[src/utec_defines.svh]
`ifndef UTEC_DEFINES_SVH
`define UTEC_DEFINES_SVH
// task offsets
`define UTEC_IN_EP_START_BASE   12'h004
`define UTEC_ISO_IN_START       12'h024
`define UTEC_OUT_EP_START_BASE  12'h028
`define UTEC_ISO_OUT_START      12'h048
`define UTEC_CTRL_RECEIVE       12'h04c
`define UTEC_CTRL_STATUS        12'h050
`define UTEC_CTRL_STALL         12'h054
`define UTEC_LINE_FORCE         12'h058
`define UTEC_LINE_RELEASE       12'h05c
// event offsets
`define UTEC_BUS_RESET_EVT      12'h100
`define UTEC_CAPTURE_DONE_EVT   12'h104
`define UTEC_IN_END_EVT_BASE    12'h108
`define UTEC_CTRL_DONE_EVT      12'h128
`define UTEC_ISO_IN_END_EVT     12'h12c
`define UTEC_OUT_END_EVT_BASE   12'h130
`define UTEC_ISO_OUT_END_EVT    12'h150
`define UTEC_FRAME_START_EVT    12'h154
`define UTEC_GENERAL_EVT        12'h158
// status and configuration
`define UTEC_GENERAL_CAUSE      12'h400
`define UTEC_EP_CAPTURE_STATUS  12'h468
`define UTEC_LINE_STATE_VALUE   12'h508
`define UTEC_IN_PTR_BASE        12'h600
`define UTEC_IN_LIM_BASE        12'h604
`define UTEC_ISO_IN_PTR         12'h6a0
`define UTEC_ISO_IN_LIM         12'h6a4
`define UTEC_OUT_PTR_BASE       12'h700
`define UTEC_OUT_LIM_BASE       12'h704
`define UTEC_ISO_OUT_PTR        12'h7a0
`define UTEC_ISO_OUT_LIM        12'h7a4
// strides
`define UTEC_TASK_STRIDE        12'h004
`define UTEC_EP_STRIDE          12'h014
// reset value of every register
`define UTEC_RESET_VALUE        32'h0000_0000
`endif

[src/utec_pkg.sv]
package utec_pkg;
    // endpoint 0 control stage state
    typedef enum logic [1:0] {
        UTEC_CTRL_IDLE,
        UTEC_CTRL_WAIT_DATA,
        UTEC_CTRL_WAIT_STATUS,
        UTEC_CTRL_STALLED
    } utec_ctrl_t;
endpackage

[src/utec_task_event_ctrl.sv]
`timescale 1ns/1ps
`include "utec_defines.svh"
module utec_task_event_ctrl #(
    parameter int NUM_EP   = 8,
    parameter int CAUSE_W  = 8
) (
    // clock and reset
    input  wire logic               i_clk_sys,
    input  wire logic               i_rst_n,
    // register port
    input  wire logic [11:0]        i_reg_addr,
    input  wire logic [31:0]        i_reg_wdata,
    input  wire logic               i_reg_wr,
    input  wire logic               i_reg_rd,
    output logic      [31:0]        o_reg_rdata,
    // protocol engine events
    input  wire logic               i_bus_reset,
    input  wire logic               i_frame_start,
    input  wire logic [NUM_EP-1:0]  i_in_consumed,
    input  wire logic [NUM_EP-1:0]  i_out_handled,
    input  wire logic               i_iso_in_consumed,
    input  wire logic               i_iso_out_handled,
    input  wire logic               i_ctrl_data_acked,
    input  wire logic               i_ctrl_out_data_req,
    input  wire logic               i_ctrl_status_req,
    input  wire logic [CAUSE_W-1:0] i_general_cause,
    // endpoint state to engine
    output logic      [NUM_EP-1:0]  o_in_ep_enable,
    output logic      [NUM_EP-1:0]  o_out_ep_enable,
    output logic                    o_iso_in_enable,
    output logic                    o_iso_out_enable,
    output logic                    o_ctrl_data_allow,
    output logic                    o_ctrl_status_allow,
    output logic                    o_ctrl_stall,
    // captured buffer descriptors, flattened per endpoint
    output logic [NUM_EP*32-1:0]    o_in_ptr,
    output logic [NUM_EP*32-1:0]    o_in_lim,
    output logic [NUM_EP*32-1:0]    o_out_ptr,
    output logic [NUM_EP*32-1:0]    o_out_lim,
    output logic [31:0]             o_iso_in_ptr,
    output logic [31:0]             o_iso_in_lim,
    output logic [31:0]             o_iso_out_ptr,
    output logic [31:0]             o_iso_out_lim,
    // line forcing
    output logic                    o_line_force,
    output logic [1:0]              o_line_value
);

    // whole module state
    typedef struct packed {
        logic [NUM_EP-1:0][31:0] in_ptr_sw;   // software pointer regs
        logic [NUM_EP-1:0][31:0] in_lim_sw;
        logic [NUM_EP-1:0][31:0] out_ptr_sw;
        logic [NUM_EP-1:0][31:0] out_lim_sw;
        logic [3:0][31:0]        iso_sw;      // iso in ptr/lim, out ptr/lim
        logic [NUM_EP-1:0][31:0] in_ptr_cap;  // captured copies
        logic [NUM_EP-1:0][31:0] in_lim_cap;
        logic [NUM_EP-1:0][31:0] out_ptr_cap;
        logic [NUM_EP-1:0][31:0] out_lim_cap;
        logic [3:0][31:0]        iso_cap;
        logic [NUM_EP-1:0]       in_en;
        logic [NUM_EP-1:0]       out_en;
        logic                    iso_in_en;
        logic                    iso_out_en;
        logic [31:0]             cap_status;  // in low half, out high half
        logic                    capture_pend;
        utec_pkg::utec_ctrl_t    ctrl;
        logic                    bus_reset_f;
        logic                    capture_done_f;
        logic [NUM_EP-1:0]       in_end_f;
        logic [NUM_EP-1:0]       out_end_f;
        logic                    ctrl_done_f;
        logic                    iso_in_end_f;
        logic                    iso_out_end_f;
        logic                    frame_f;
        logic                    general_f;
        logic [CAUSE_W-1:0]      cause;
        logic                    force_on;
        logic [1:0]              line_val;
        logic [31:0]             rdata;
    } utec_state_t;

    utec_state_t st_ff;      // registered state
    utec_state_t nxt_st;     // next state

    // endpoint index for a strided address, or -1
    function automatic int ep_idx(input logic [11:0] a,
                                  input logic [11:0] base,
                                  input logic [11:0] stride);
        int k;
        ep_idx = -1;
        for (k = 0; k < NUM_EP; k++)
            if (a == 12'(base + 12'(k) * stride))
                ep_idx = k;
    endfunction

    // sticky flag: set wins over software clear
    function automatic logic evt(input logic cur, input logic set,
                                 input logic clr);
        evt = set | (cur & ~clr);
    endfunction

    int          ti_in;     // in start task hit
    int          ti_out;    // out start task hit
    int          ei_in;     // in end event hit
    int          ei_out;    // out end event hit
    int          ri_ip;     // per-endpoint descriptor hits
    int          ri_il;
    int          ri_op;
    int          ri_ol;
    logic        trig;      // write with bit0 set
    logic        clr;       // write with bit0 clear

    // next-state logic
    always_comb
    begin
        nxt_st = st_ff;
        trig   = i_reg_wr & i_reg_wdata[0];
        clr    = i_reg_wr & ~i_reg_wdata[0];
        ti_in  = ep_idx(i_reg_addr, `UTEC_IN_EP_START_BASE,
                        `UTEC_TASK_STRIDE);
        ti_out = ep_idx(i_reg_addr, `UTEC_OUT_EP_START_BASE,
                        `UTEC_TASK_STRIDE);
        ei_in  = ep_idx(i_reg_addr, `UTEC_IN_END_EVT_BASE,
                        `UTEC_TASK_STRIDE);
        ei_out = ep_idx(i_reg_addr, `UTEC_OUT_END_EVT_BASE,
                        `UTEC_TASK_STRIDE);
        ri_ip  = ep_idx(i_reg_addr, `UTEC_IN_PTR_BASE, `UTEC_EP_STRIDE);
        ri_il  = ep_idx(i_reg_addr, `UTEC_IN_LIM_BASE, `UTEC_EP_STRIDE);
        ri_op  = ep_idx(i_reg_addr, `UTEC_OUT_PTR_BASE, `UTEC_EP_STRIDE);
        ri_ol  = ep_idx(i_reg_addr, `UTEC_OUT_LIM_BASE, `UTEC_EP_STRIDE);
        nxt_st.capture_pend = 1'b0;
        // capture done one cycle after an in or out endpoint capture
        if (st_ff.capture_pend)
            nxt_st.capture_done_f = 1'b1;
        // descriptor, line value and capture status writes
        if (i_reg_wr)
        begin
            if (ri_ip >= 0)
                nxt_st.in_ptr_sw[ri_ip] = i_reg_wdata;
            else if (ri_il >= 0)
                nxt_st.in_lim_sw[ri_il] = i_reg_wdata;
            else if (ri_op >= 0)
                nxt_st.out_ptr_sw[ri_op] = i_reg_wdata;
            else if (ri_ol >= 0)
                nxt_st.out_lim_sw[ri_ol] = i_reg_wdata;
            else if (i_reg_addr == `UTEC_ISO_IN_PTR)
                nxt_st.iso_sw[0] = i_reg_wdata;
            else if (i_reg_addr == `UTEC_ISO_IN_LIM)
                nxt_st.iso_sw[1] = i_reg_wdata;
            else if (i_reg_addr == `UTEC_ISO_OUT_PTR)
                nxt_st.iso_sw[2] = i_reg_wdata;
            else if (i_reg_addr == `UTEC_ISO_OUT_LIM)
                nxt_st.iso_sw[3] = i_reg_wdata;
            else if (i_reg_addr == `UTEC_LINE_STATE_VALUE)
                nxt_st.line_val = i_reg_wdata[1:0];
            else if (i_reg_addr == `UTEC_EP_CAPTURE_STATUS)
                nxt_st.cap_status = st_ff.cap_status & ~i_reg_wdata;
        end
        // start tasks
        if (trig)
        begin
            if (ti_in >= 0)
            begin
                nxt_st.in_ptr_cap[ti_in] = st_ff.in_ptr_sw[ti_in];
                nxt_st.in_lim_cap[ti_in] = st_ff.in_lim_sw[ti_in];
                nxt_st.in_en[ti_in]      = 1'b1;
                nxt_st.cap_status[ti_in] = 1'b1;
                nxt_st.capture_pend      = 1'b1;
            end
            else if (ti_out >= 0)
            begin
                nxt_st.out_ptr_cap[ti_out] = st_ff.out_ptr_sw[ti_out];
                nxt_st.out_lim_cap[ti_out] = st_ff.out_lim_sw[ti_out];
                nxt_st.out_en[ti_out]      = 1'b1;
                nxt_st.cap_status[16 + ti_out] = 1'b1;
                nxt_st.capture_pend        = 1'b1;
            end
            else if (i_reg_addr == `UTEC_ISO_IN_START)
            begin
                nxt_st.iso_cap[1:0] = st_ff.iso_sw[1:0];
                nxt_st.iso_in_en    = 1'b1;
            end
            else if (i_reg_addr == `UTEC_ISO_OUT_START)
            begin
                nxt_st.iso_cap[3:2] = st_ff.iso_sw[3:2];
                nxt_st.iso_out_en   = 1'b1;
            end
            else if (i_reg_addr == `UTEC_LINE_FORCE)
                nxt_st.force_on = 1'b1;
            else if (i_reg_addr == `UTEC_LINE_RELEASE)
                nxt_st.force_on = 1'b0;
        end
        // endpoint 0 stages: host attempts alone never open a stage
        case (st_ff.ctrl)
            utec_pkg::UTEC_CTRL_WAIT_DATA:
                if (i_ctrl_data_acked)
                    nxt_st.ctrl = utec_pkg::UTEC_CTRL_IDLE;
            utec_pkg::UTEC_CTRL_WAIT_STATUS:
                if (!i_ctrl_status_req)
                    nxt_st.ctrl = utec_pkg::UTEC_CTRL_IDLE;
            default:
                nxt_st.ctrl = st_ff.ctrl;          // idle and stall hold
        endcase
        // control tasks override engine requests
        if (trig && i_reg_addr == `UTEC_CTRL_RECEIVE)
            nxt_st.ctrl = utec_pkg::UTEC_CTRL_WAIT_DATA;
        else if (trig && i_reg_addr == `UTEC_CTRL_STATUS)
            nxt_st.ctrl = utec_pkg::UTEC_CTRL_WAIT_STATUS;
        if (trig && i_reg_addr == `UTEC_CTRL_STALL)
            nxt_st.ctrl = utec_pkg::UTEC_CTRL_STALLED;
        // a bus reset clears the stall
        if (i_bus_reset)
            nxt_st.ctrl = utec_pkg::UTEC_CTRL_IDLE;
        // sticky event flags
        nxt_st.bus_reset_f = evt(st_ff.bus_reset_f, i_bus_reset,
            clr && i_reg_addr == `UTEC_BUS_RESET_EVT);
        nxt_st.capture_done_f = evt(nxt_st.capture_done_f, 1'b0,
            clr && i_reg_addr == `UTEC_CAPTURE_DONE_EVT && !st_ff.capture_pend);
        nxt_st.ctrl_done_f = evt(st_ff.ctrl_done_f, i_ctrl_data_acked,
            clr && i_reg_addr == `UTEC_CTRL_DONE_EVT);
        nxt_st.iso_in_end_f = evt(st_ff.iso_in_end_f, i_iso_in_consumed,
            clr && i_reg_addr == `UTEC_ISO_IN_END_EVT);
        nxt_st.iso_out_end_f = evt(st_ff.iso_out_end_f, i_iso_out_handled,
            clr && i_reg_addr == `UTEC_ISO_OUT_END_EVT);
        nxt_st.frame_f = evt(st_ff.frame_f, i_frame_start,
            clr && i_reg_addr == `UTEC_FRAME_START_EVT);
        nxt_st.general_f = evt(st_ff.general_f, |i_general_cause,
            clr && i_reg_addr == `UTEC_GENERAL_EVT);
        for (int k = 0; k < NUM_EP; k++)
        begin
            nxt_st.in_end_f[k] = evt(st_ff.in_end_f[k], i_in_consumed[k],
                clr && ei_in == k);
            nxt_st.out_end_f[k] = evt(st_ff.out_end_f[k], i_out_handled[k],
                clr && ei_out == k);
        end
        // cause bits: write one to clear, new cause wins
        if (i_reg_wr && i_reg_addr == `UTEC_GENERAL_CAUSE)
            nxt_st.cause = st_ff.cause & ~i_reg_wdata[CAUSE_W-1:0];
        nxt_st.cause = nxt_st.cause | i_general_cause;
        // read data, valid the cycle after the strobe
        nxt_st.rdata = `UTEC_RESET_VALUE;
        if (i_reg_rd)
        begin
            if (ei_in >= 0)
                nxt_st.rdata[0] = st_ff.in_end_f[ei_in];
            else if (ei_out >= 0)
                nxt_st.rdata[0] = st_ff.out_end_f[ei_out];
            else if (ri_ip >= 0)
                nxt_st.rdata = st_ff.in_ptr_sw[ri_ip];
            else if (ri_il >= 0)
                nxt_st.rdata = st_ff.in_lim_sw[ri_il];
            else if (ri_op >= 0)
                nxt_st.rdata = st_ff.out_ptr_sw[ri_op];
            else if (ri_ol >= 0)
                nxt_st.rdata = st_ff.out_lim_sw[ri_ol];
            else if (i_reg_addr == `UTEC_ISO_IN_PTR)
                nxt_st.rdata = st_ff.iso_sw[0];
            else if (i_reg_addr == `UTEC_ISO_IN_LIM)
                nxt_st.rdata = st_ff.iso_sw[1];
            else if (i_reg_addr == `UTEC_ISO_OUT_PTR)
                nxt_st.rdata = st_ff.iso_sw[2];
            else if (i_reg_addr == `UTEC_ISO_OUT_LIM)
                nxt_st.rdata = st_ff.iso_sw[3];
            else if (i_reg_addr == `UTEC_BUS_RESET_EVT)
                nxt_st.rdata[0] = st_ff.bus_reset_f;
            else if (i_reg_addr == `UTEC_CAPTURE_DONE_EVT)
                nxt_st.rdata[0] = st_ff.capture_done_f;
            else if (i_reg_addr == `UTEC_CTRL_DONE_EVT)
                nxt_st.rdata[0] = st_ff.ctrl_done_f;
            else if (i_reg_addr == `UTEC_ISO_IN_END_EVT)
                nxt_st.rdata[0] = st_ff.iso_in_end_f;
            else if (i_reg_addr == `UTEC_ISO_OUT_END_EVT)
                nxt_st.rdata[0] = st_ff.iso_out_end_f;
            else if (i_reg_addr == `UTEC_FRAME_START_EVT)
                nxt_st.rdata[0] = st_ff.frame_f;
            else if (i_reg_addr == `UTEC_GENERAL_EVT)
                nxt_st.rdata[0] = st_ff.general_f;
            else if (i_reg_addr == `UTEC_GENERAL_CAUSE)
                nxt_st.rdata[CAUSE_W-1:0] = st_ff.cause;
            else if (i_reg_addr == `UTEC_EP_CAPTURE_STATUS)
                nxt_st.rdata = st_ff.cap_status;
            else if (i_reg_addr == `UTEC_LINE_STATE_VALUE)
                nxt_st.rdata[1:0] = st_ff.line_val;
        end
    end

    // state register
    always_ff @(posedge i_clk_sys or negedge i_rst_n)
    begin
        if (!i_rst_n)
            st_ff <= '0;
        else
            st_ff <= nxt_st;
    end

    // outputs
    assign o_reg_rdata         = st_ff.rdata;
    assign o_in_ep_enable      = st_ff.in_en;
    assign o_out_ep_enable     = st_ff.out_en;
    assign o_iso_in_enable     = st_ff.iso_in_en;
    assign o_iso_out_enable    = st_ff.iso_out_en;
    assign o_ctrl_data_allow   = st_ff.ctrl == utec_pkg::UTEC_CTRL_WAIT_DATA;
    assign o_ctrl_status_allow =
        st_ff.ctrl == utec_pkg::UTEC_CTRL_WAIT_STATUS;
    assign o_ctrl_stall        = st_ff.ctrl == utec_pkg::UTEC_CTRL_STALLED;
    assign o_in_ptr            = st_ff.in_ptr_cap;
    assign o_in_lim            = st_ff.in_lim_cap;
    assign o_out_ptr           = st_ff.out_ptr_cap;
    assign o_out_lim           = st_ff.out_lim_cap;
    assign o_iso_in_ptr        = st_ff.iso_cap[0];
    assign o_iso_in_lim        = st_ff.iso_cap[1];
    assign o_iso_out_ptr       = st_ff.iso_cap[2];
    assign o_iso_out_lim       = st_ff.iso_cap[3];
    assign o_line_force        = st_ff.force_on;
    assign o_line_value        = st_ff.line_val;

    // checks
    property p_in_start;
        @(posedge i_clk_sys) disable iff (!i_rst_n)
        (i_reg_wr && i_reg_wdata[0] && i_reg_addr == `UTEC_IN_EP_START_BASE)
        |=> o_in_ep_enable[0] && o_in_ptr[31:0] == $past(st_ff.in_ptr_sw[0]);
    endproperty
    a_in_start: assert property (p_in_start)
        else $error("in start did not capture");
    property p_iso_in;
        @(posedge i_clk_sys) disable iff (!i_rst_n)
        (i_reg_wr && i_reg_wdata[0] && i_reg_addr == `UTEC_ISO_IN_START)
        |=> o_iso_in_enable;
    endproperty
    a_iso_in: assert property (p_iso_in)
        else $error("iso in not enabled");
    property p_capture;
        @(posedge i_clk_sys) disable iff (!i_rst_n)
        (i_reg_wr && i_reg_wdata[0] && i_reg_addr == `UTEC_OUT_EP_START_BASE)
        |=> ##1 st_ff.capture_done_f;
    endproperty
    a_capture: assert property (p_capture)
        else $error("capture done missing");
    property p_stall;
        @(posedge i_clk_sys) disable iff (!i_rst_n)
        (i_reg_wr && i_reg_wdata[0] && i_reg_addr == `UTEC_CTRL_STALL
         && !i_bus_reset) |=> o_ctrl_stall && !o_ctrl_status_allow;
    endproperty
    a_stall: assert property (p_stall)
        else $error("stall not applied");
    property p_force;
        @(posedge i_clk_sys) disable iff (!i_rst_n)
        (i_reg_wr && i_reg_wdata[0] && i_reg_addr == `UTEC_LINE_RELEASE)
        |=> !o_line_force;
    endproperty
    a_force: assert property (p_force)
        else $error("lines still forced");
    property p_sof;
        @(posedge i_clk_sys) disable iff (!i_rst_n)
        i_frame_start |=> st_ff.frame_f;
    endproperty
    a_sof: assert property (p_sof)
        else $error("frame flag lost");
    property p_reset_evt;
        @(posedge i_clk_sys) disable iff (!i_rst_n)
        i_bus_reset |=> st_ff.bus_reset_f && !o_ctrl_stall;
    endproperty
    a_reset_evt: assert property (p_reset_evt)
        else $error("bus reset flag lost");
    property p_sticky;
        @(posedge i_clk_sys) disable iff (!i_rst_n)
        (st_ff.general_f && !i_reg_wr) |=> st_ff.general_f;
    endproperty
    a_sticky: assert property (p_sticky)
        else $error("general flag dropped");
    c_in_start: cover property (@(posedge i_clk_sys) o_in_ep_enable[0]);
    c_held: cover property (@(posedge i_clk_sys)
        i_ctrl_out_data_req && !o_ctrl_data_allow);
    c_stall: cover property (@(posedge i_clk_sys) o_ctrl_stall);
    c_force: cover property (@(posedge i_clk_sys) o_line_force);
endmodule
[config.mk]
export PLATFORM = sky130hd
export DESIGN_NAME = utec_task_event_ctrl
export DESIGN_NICKNAME = d
export VERILOG_FILES = /design/src/utec_pkg.sv /design/src/utec_task_event_ctrl.sv
export VERILOG_INCLUDE_DIRS = /design/src
export SDC_FILE = /design/constraint.sdc
export NUM_CORES = 2
export LEC_CHECK = 0
export BUFFER_PORTS_ARGS = -buffer_cell sky130_fd_sc_hd__buf_2
export CAP_MARGIN = 40
export CORE_AREA = 2 2 499 501
export CTS_CLUSTER_SIZE = 24
export DETAILED_ROUTE_END_ITERATION = 12
export DIE_AREA = 0 0 501 503
export PLACE_DENSITY = 0.66
export SYNTH_ARGS = -nofsm -noshare
export SYNTH_HDL_FRONTEND = slang
export SYNTH_SLANG_ARGS = --single-unit
[constraint.sdc]
create_clock -name i_clk_sys -period 5.2 [get_ports i_clk_sys]
set_clock_uncertainty 0.05 [all_clocks]
set_input_delay 0.78 -clock i_clk_sys [delete_from_list [all_inputs] [get_ports i_clk_sys]]
set_output_delay 0.78 -clock i_clk_sys [all_outputs]
set_load 0.01 [all_outputs]
Word-level counts from Yosys, hierarchy flattened. Index checks and enable logic that the tools add are counted.

Add/subtract/negate cells: 1. Order comparisons: 25. Equal/unequal tests: 104. Mux-type cells: 179. Bitwise logic cells: 92. Reductions and logical operators: 57.

Operators by type and width (number): 32-bit 2-to-1 mux (106); 256-bit bitwise mux (8); 32-bit binary-select mux with 3-bit select (8); 32-bit demux with 3-bit select (6); 32-bit by 1-bit greater-or-equal comparator with 1-bit output, second input constant (15); 12-bit by 11-bit equality test with 1-bit output, second input constant (39); 31-bit 2-to-1 mux (9); 12-bit by 9-bit equality test with 1-bit output, second input constant (23); 32-bit by 4-bit equality test with 1-bit output, second input constant (8); 32-bit by 5-bit < comparator with 1-bit output, second input constant (8); 32-bit by 3-bit equality test with 1-bit output, second input constant (4); 33-bit 2-to-1 mux (3); 12-bit by 6-bit equality test with 1-bit output, second input constant (8); 12-bit by 7-bit equality test with 1-bit output, second input constant (8); 32-bit by 2-bit equality test with 1-bit output, second input constant (2); 32-bit zero test (2); 32-bit by 7-bit < comparator with 1-bit output, second input constant (2); 32-bit OR (2); 12-bit by 5-bit equality test with 1-bit output, second input constant (4); 1-bit logical AND (36); 1-bit inverter (36); 6-bit by 32-bit adder with 32-bit output, first input constant (1); 32-bit AND (1); 32-bit inverter (1); other kinds (32) (118).

Flip-flop bits (word level): 2423. Bits of input ports: 79. Output and inout port bits: 1208. Logic and storage cells: 550.

Logic depth before layout (Yosys ltp).
Depth after elaboration: 22. Depth in mapped cells: 14.

Least setup slack after synthesis. Ideal clock, no wire load.

Kind: in2reg. Start: in i_reg_addr[7]. End: reg st_ff (netlist bit o_reg_rdata[15]). Setup time: 0.139 ns. Arrival time: 3.309 ns. Data required time: 5.011 ns. Path slack: 1.702 ns. Cell stages on the path: 13. Path through: buf_2 > buf_2 > buf_4 > or4b_4 > nor4_1 > buf_4 > buf_2 > mux2i_1 > a32oi_1 > o211ai_1 > o21ai_0 > a2111oi_0 > a21oi_1.

RTL lines: from (decl) (RTL line utec_task_event_ctrl.sv:11) `input wire logic [11:0] i_reg_addr,`; to (signal assigned) (RTL line utec_task_event_ctrl.sv:294) `st_ff <= nxt_st;`; to (decl) (RTL line utec_task_event_ctrl.sv:83) `utec_state_t st_ff;`.

Worst setup path in the final report.
Start: in i_reg_addr[2]. End: reg st_ff[1364] (netlist bit).

Word-level cells in the longest chain between the ends: 12.

RTL lines: 12-bit by 11-bit equality test with 1-bit output (RTL line utec_task_event_ctrl.sv:93) `if (a == 12'(base + 12'(k) * stride))`; 32-bit 2-to-1 mux (8 in a row) (RTL line utec_task_event_ctrl.sv:93); 32-bit by 1-bit greater-or-equal comparator with 1-bit output (on tied branches); 1-bit inverter (no line); 8-bit AND reduction (no line) *.

Mark *: on every way between the ends. The rest lies on a longest branch, timed or not. A chain may end at the register's enable or synchronous reset.

==> results by group <==
Status
  • Run status: complete, no violations

Floorplan
  • Top-level I/O count: 1,287
  • Chip Height: 503 microns
  • Die Area: 252,000 sq um
  • CORE AREA: 247,100 sq um
  • DIE WIDTH: 501 microns
  • Rows: 183
  • Initial Utilization: 46.85%

Worst setup path
  • Critical Path Start Type: input pin
  • CP cell instances: buf_2 -> buf_4 -> or4b_2 -> o22ai_1 -> nand2_1 -> and4_1 -> nand4_1 -> or3_1 -> buf_4 -> mux2_2
  • CP endpoint kind: register
  • Slowest stage cell on the critical path: or4b_2
  • CP startpoint: i_reg_addr[2]
  • Worst path most repeated cell: buf_4
  • CP max stage delay: 0.79 ns
  • Worst-path fanout max: 32
  • WP data required: a little under 6 ns
  • Crit Path Class: input pin to register
  • Depth of the most critical reg-to-reg path: 9
  • Reg2reg setup slack: 2.43 ns
  • RR Startpoint: st_ff[45]$_DFF_PN0_
  • CP Data Arrival Time: 4.89 ns
  • R2R Path End: o_reg_rdata[0]$_DFF_PN0_

Drt
  • Antenna-violating nets left: 0
  • Router iterations before antenna repair: 9
  • Initial DRC Count: between 10k and 15k
  • Drt drc: 0
  • Wire length per cell: 28.32 microns
  • DRT Wirelength: 416.6 mm
  • Routed vias: roughly 88k
  • Vias per cell: 6.014

Clock tree
  • Setup bufs post-CTS: 0
  • Later-pin clock latency in the skew report: 0.95 ns
  • Clock sink count: 2,423
  • CTS H-tree lvls: 5
  • Max Root-Sink Buffers: 4
  • CTS tree: built
  • CTS clk-pin slew, worst paths: ~0.060 ns
  • Root buffer cell: clkbuf_16
  • Total clock buffers created by CTS: 281

Placement
  • Port-buffer cells: around 1.3k
  • Final Wtd Congestion: between 0.9 and 1
  • Placed instance count: 14.17k
  • Worst slack, placed: ~0.30 ns
  • HPWL Detailed: 276.5 mm

Synthesis
  • Yosys Warn Count: 0
  • Synthesized area per cell: between 10 and 15 sq um
  • Post-synth EDFFs: 0
  • Primary FF master, synth: dfrtp_1
  • Post-Syn Area: 115,700 sq um
  • FFs w/ async S/R, synth: 100.0%
  • Distinct cell type count after synthesis: 79
  • Sequential area share after synthesis: 52.38%
  • Yosys reg bits: 2,423
  • Synthesized net count: between 10k and 15k
  • Post-synthesis cell count: 11.24k

Final layout
  • Commonest non-fill, non-tap cell in the layout: dfrtp_1
  • Net count, final: 11.32k
  • Area grow syn2layout: 11.60%
  • Final Util: 52.29%
  • Commonest non-fill, non-tap cells in the layout: dfrtp_1 (2,423), nand2_1 (2,272), buf_2 (1,286)
  • Finished Layout Cells: ~15k
  • Share of cells above drive strength 1: a little under a third

GRT
  • Number of global-route vias before repair: around 85k
  • Initial antenna violation count: 75
  • Global-route wire length before repair: 591.4 mm
  • Largest net degree at the start of global routing: 148
  • Congestion Overflow GR: 0
  • GRT Overall Usage: 31.90%

Power and ir drop
  • Pwr Density: 310.2 nW/um^2
  • Worst VDD drop: 0.0003215 V
  • Lkg Pwr: 61.99 nW

Timing
  • Worst setup margin: between 1 and 1.5 ns
  • Final period demand of the worst path: 4.155 ns
  • Slew headroom: between 30% and 40%
  • RSZ-0062 raised after global routing: false
  • FMAX: roughly 240 MHz
  • Final period utilization: 79.90%
  • Final hold slack: roughly 0.065 ns
  • Final hold vios: 0
  • Final-report setup violation count: 0
  • Slew Viols, Final: 0
  • Worst-margin pin slew: 1.049 ns
  • Setup_tns: 0 ns

Worst hold path
  • Worst Hold Path EP: st_ff[46]$_DFF_PN0_
  • Hold depth: 2
  • Hold crit path type: input pin to register
  • Min-delay src: i_iso_in_consumed

Flow run
  • Max_cap viols: 0
==> where the power goes <==
group / leakage, nW / switching (mW) / total, mW / internal [mW]
clock: 4.50 / 8.01 / 19.9 / 11.9
combinational: 23.8 / 0.929 / 1.17 / 0.242
sequential: 33.7 / 0.0426 / 19.0 / 18.9
total: 62.0 / 8.98 / 40.1 / 31.1
==> cells in the mapped netlist (7+ instances only) <==
cell type     n  share of area [%]
a211oi_1     14              0.091
a21boi_1     16               0.10
a21o_1       29               0.19
a21oi_1     630                2.7
a221oi_1     40               0.30
a222oi_1      8              0.069
a22oi_1      13              0.084
a31oi_1      63               0.34
a32o_1       34               0.29
a32oi_1      48               0.36
and2_1        7              0.038
and3_1       20               0.11
and4_1        7              0.053
buf_1        94               0.30
buf_2       172               0.74
buf_4      1213                7.9
clkbuf_1    575                1.9
dfrtp_1    2423                 52
inv_1        18              0.058
mux2_1       15               0.15
mux2_2     1234                 12
mux2_4       30               0.39
mux2i_1     267                2.3
nand2_1    2278                7.4
nand2b_1     28               0.15
nand3_1     153               0.66
nand4_1      36               0.19
nor2_1      207               0.67
nor2b_1       7              0.038
nor3_1       88               0.38
nor4_1       26               0.14
nor4_2       72               0.78
nor4b_1       9              0.068
nor4bb_1      7              0.061
o211ai_1     13              0.084
o21ai_0     976                4.2
o21ai_1      43               0.19
o221a_2       8              0.078
o221ai_1     42               0.32
o22a_1        7              0.053
o22ai_1     145               0.78
or3_1        22               0.12
==> through the flow <==
stage / power (mW) / area, sq um
6_report: 40.07 / 129200
5_1_grt: 41.23 / 129100
4_1_cts: 40.33 / 129100
3_5_place_dp: 20.44 / 119700
3_3_place_gp: 20.37 / 119200
2_1_floorplan: 19.61 / 115700
==> flip-flops by register name, summed over array words and instances (netlist names) <==
register,count
st_ff,1218
o_in_lim,256
o_in_ptr,256
o_out_lim,256
o_out_ptr,256
o_iso_in_lim,32
o_iso_in_ptr,32
o_iso_out_lim,32
o_iso_out_ptr,32
o_reg_rdata,32
o_in_ep_enable,8
o_out_ep_enable,8
o_line_value,2
o_iso_in_enable,1
o_iso_out_enable,1
o_line_force,1
==> what timing repair did <==
| action | CTS | global route |
|---|---|---|
| hold endpoints to repair | 90 | 0 |
| hold buffers | 24 | 0 |
| gates resized for setup | 0 | 0 |
==> worst max-delay path, delay by kind of cell <==
kind	cells	cell delay (ns)
buf+inv	3	1.00
mux	1	0.39
compound gates	1	0.36
simple gates	5	2.30
==> worst max path at each step <==
stage,end
finish,st_ff[1364]$_DFFE_PN0P_
global route,st_ff[1363]$_DFFE_PN0P_
CTS,st_ff[1359]$_DFFE_PN0P_
detailed placement,st_ff[1349]$_DFFE_PN0P_
global placement,st_ff[1359]$_DFFE_PN0P_
floorplan,o_reg_rdata[15]$_DFF_PN0_
==> logic make-up after synthesis <==
logic type,count (synthesis),share of synthesized area [%]
compound gates,2178,10.68
xor+xnor,6,0.04541
mux,1546,14.85
flops,2423,52.38
simple gates,3008,11.17
buf+inv,2076,10.88
==> layout make-up <==
cell class              instances  area [sq um]
diodes                         40         100.1
clock buffers                 400          8127
clock inverters                73          1040
fillers                     21420        117900
inverters                      18         67.56
multi-input cells            6738         43460
flip-flops and latches       2423         60630
well taps                    3237          4050
repair buffers               1781         11700
==> metal layers <==
metal	track usage [%]	up-vias	part of all wire, %
met5	0	-	0.045
met3	8.750	1168	11
met2	47.20	5146	44
li1	-	37390	-
met1	41.85	44730	38
met4	19.08	28	6.4
No activity file was read; power rests on OpenSTA's default activity.
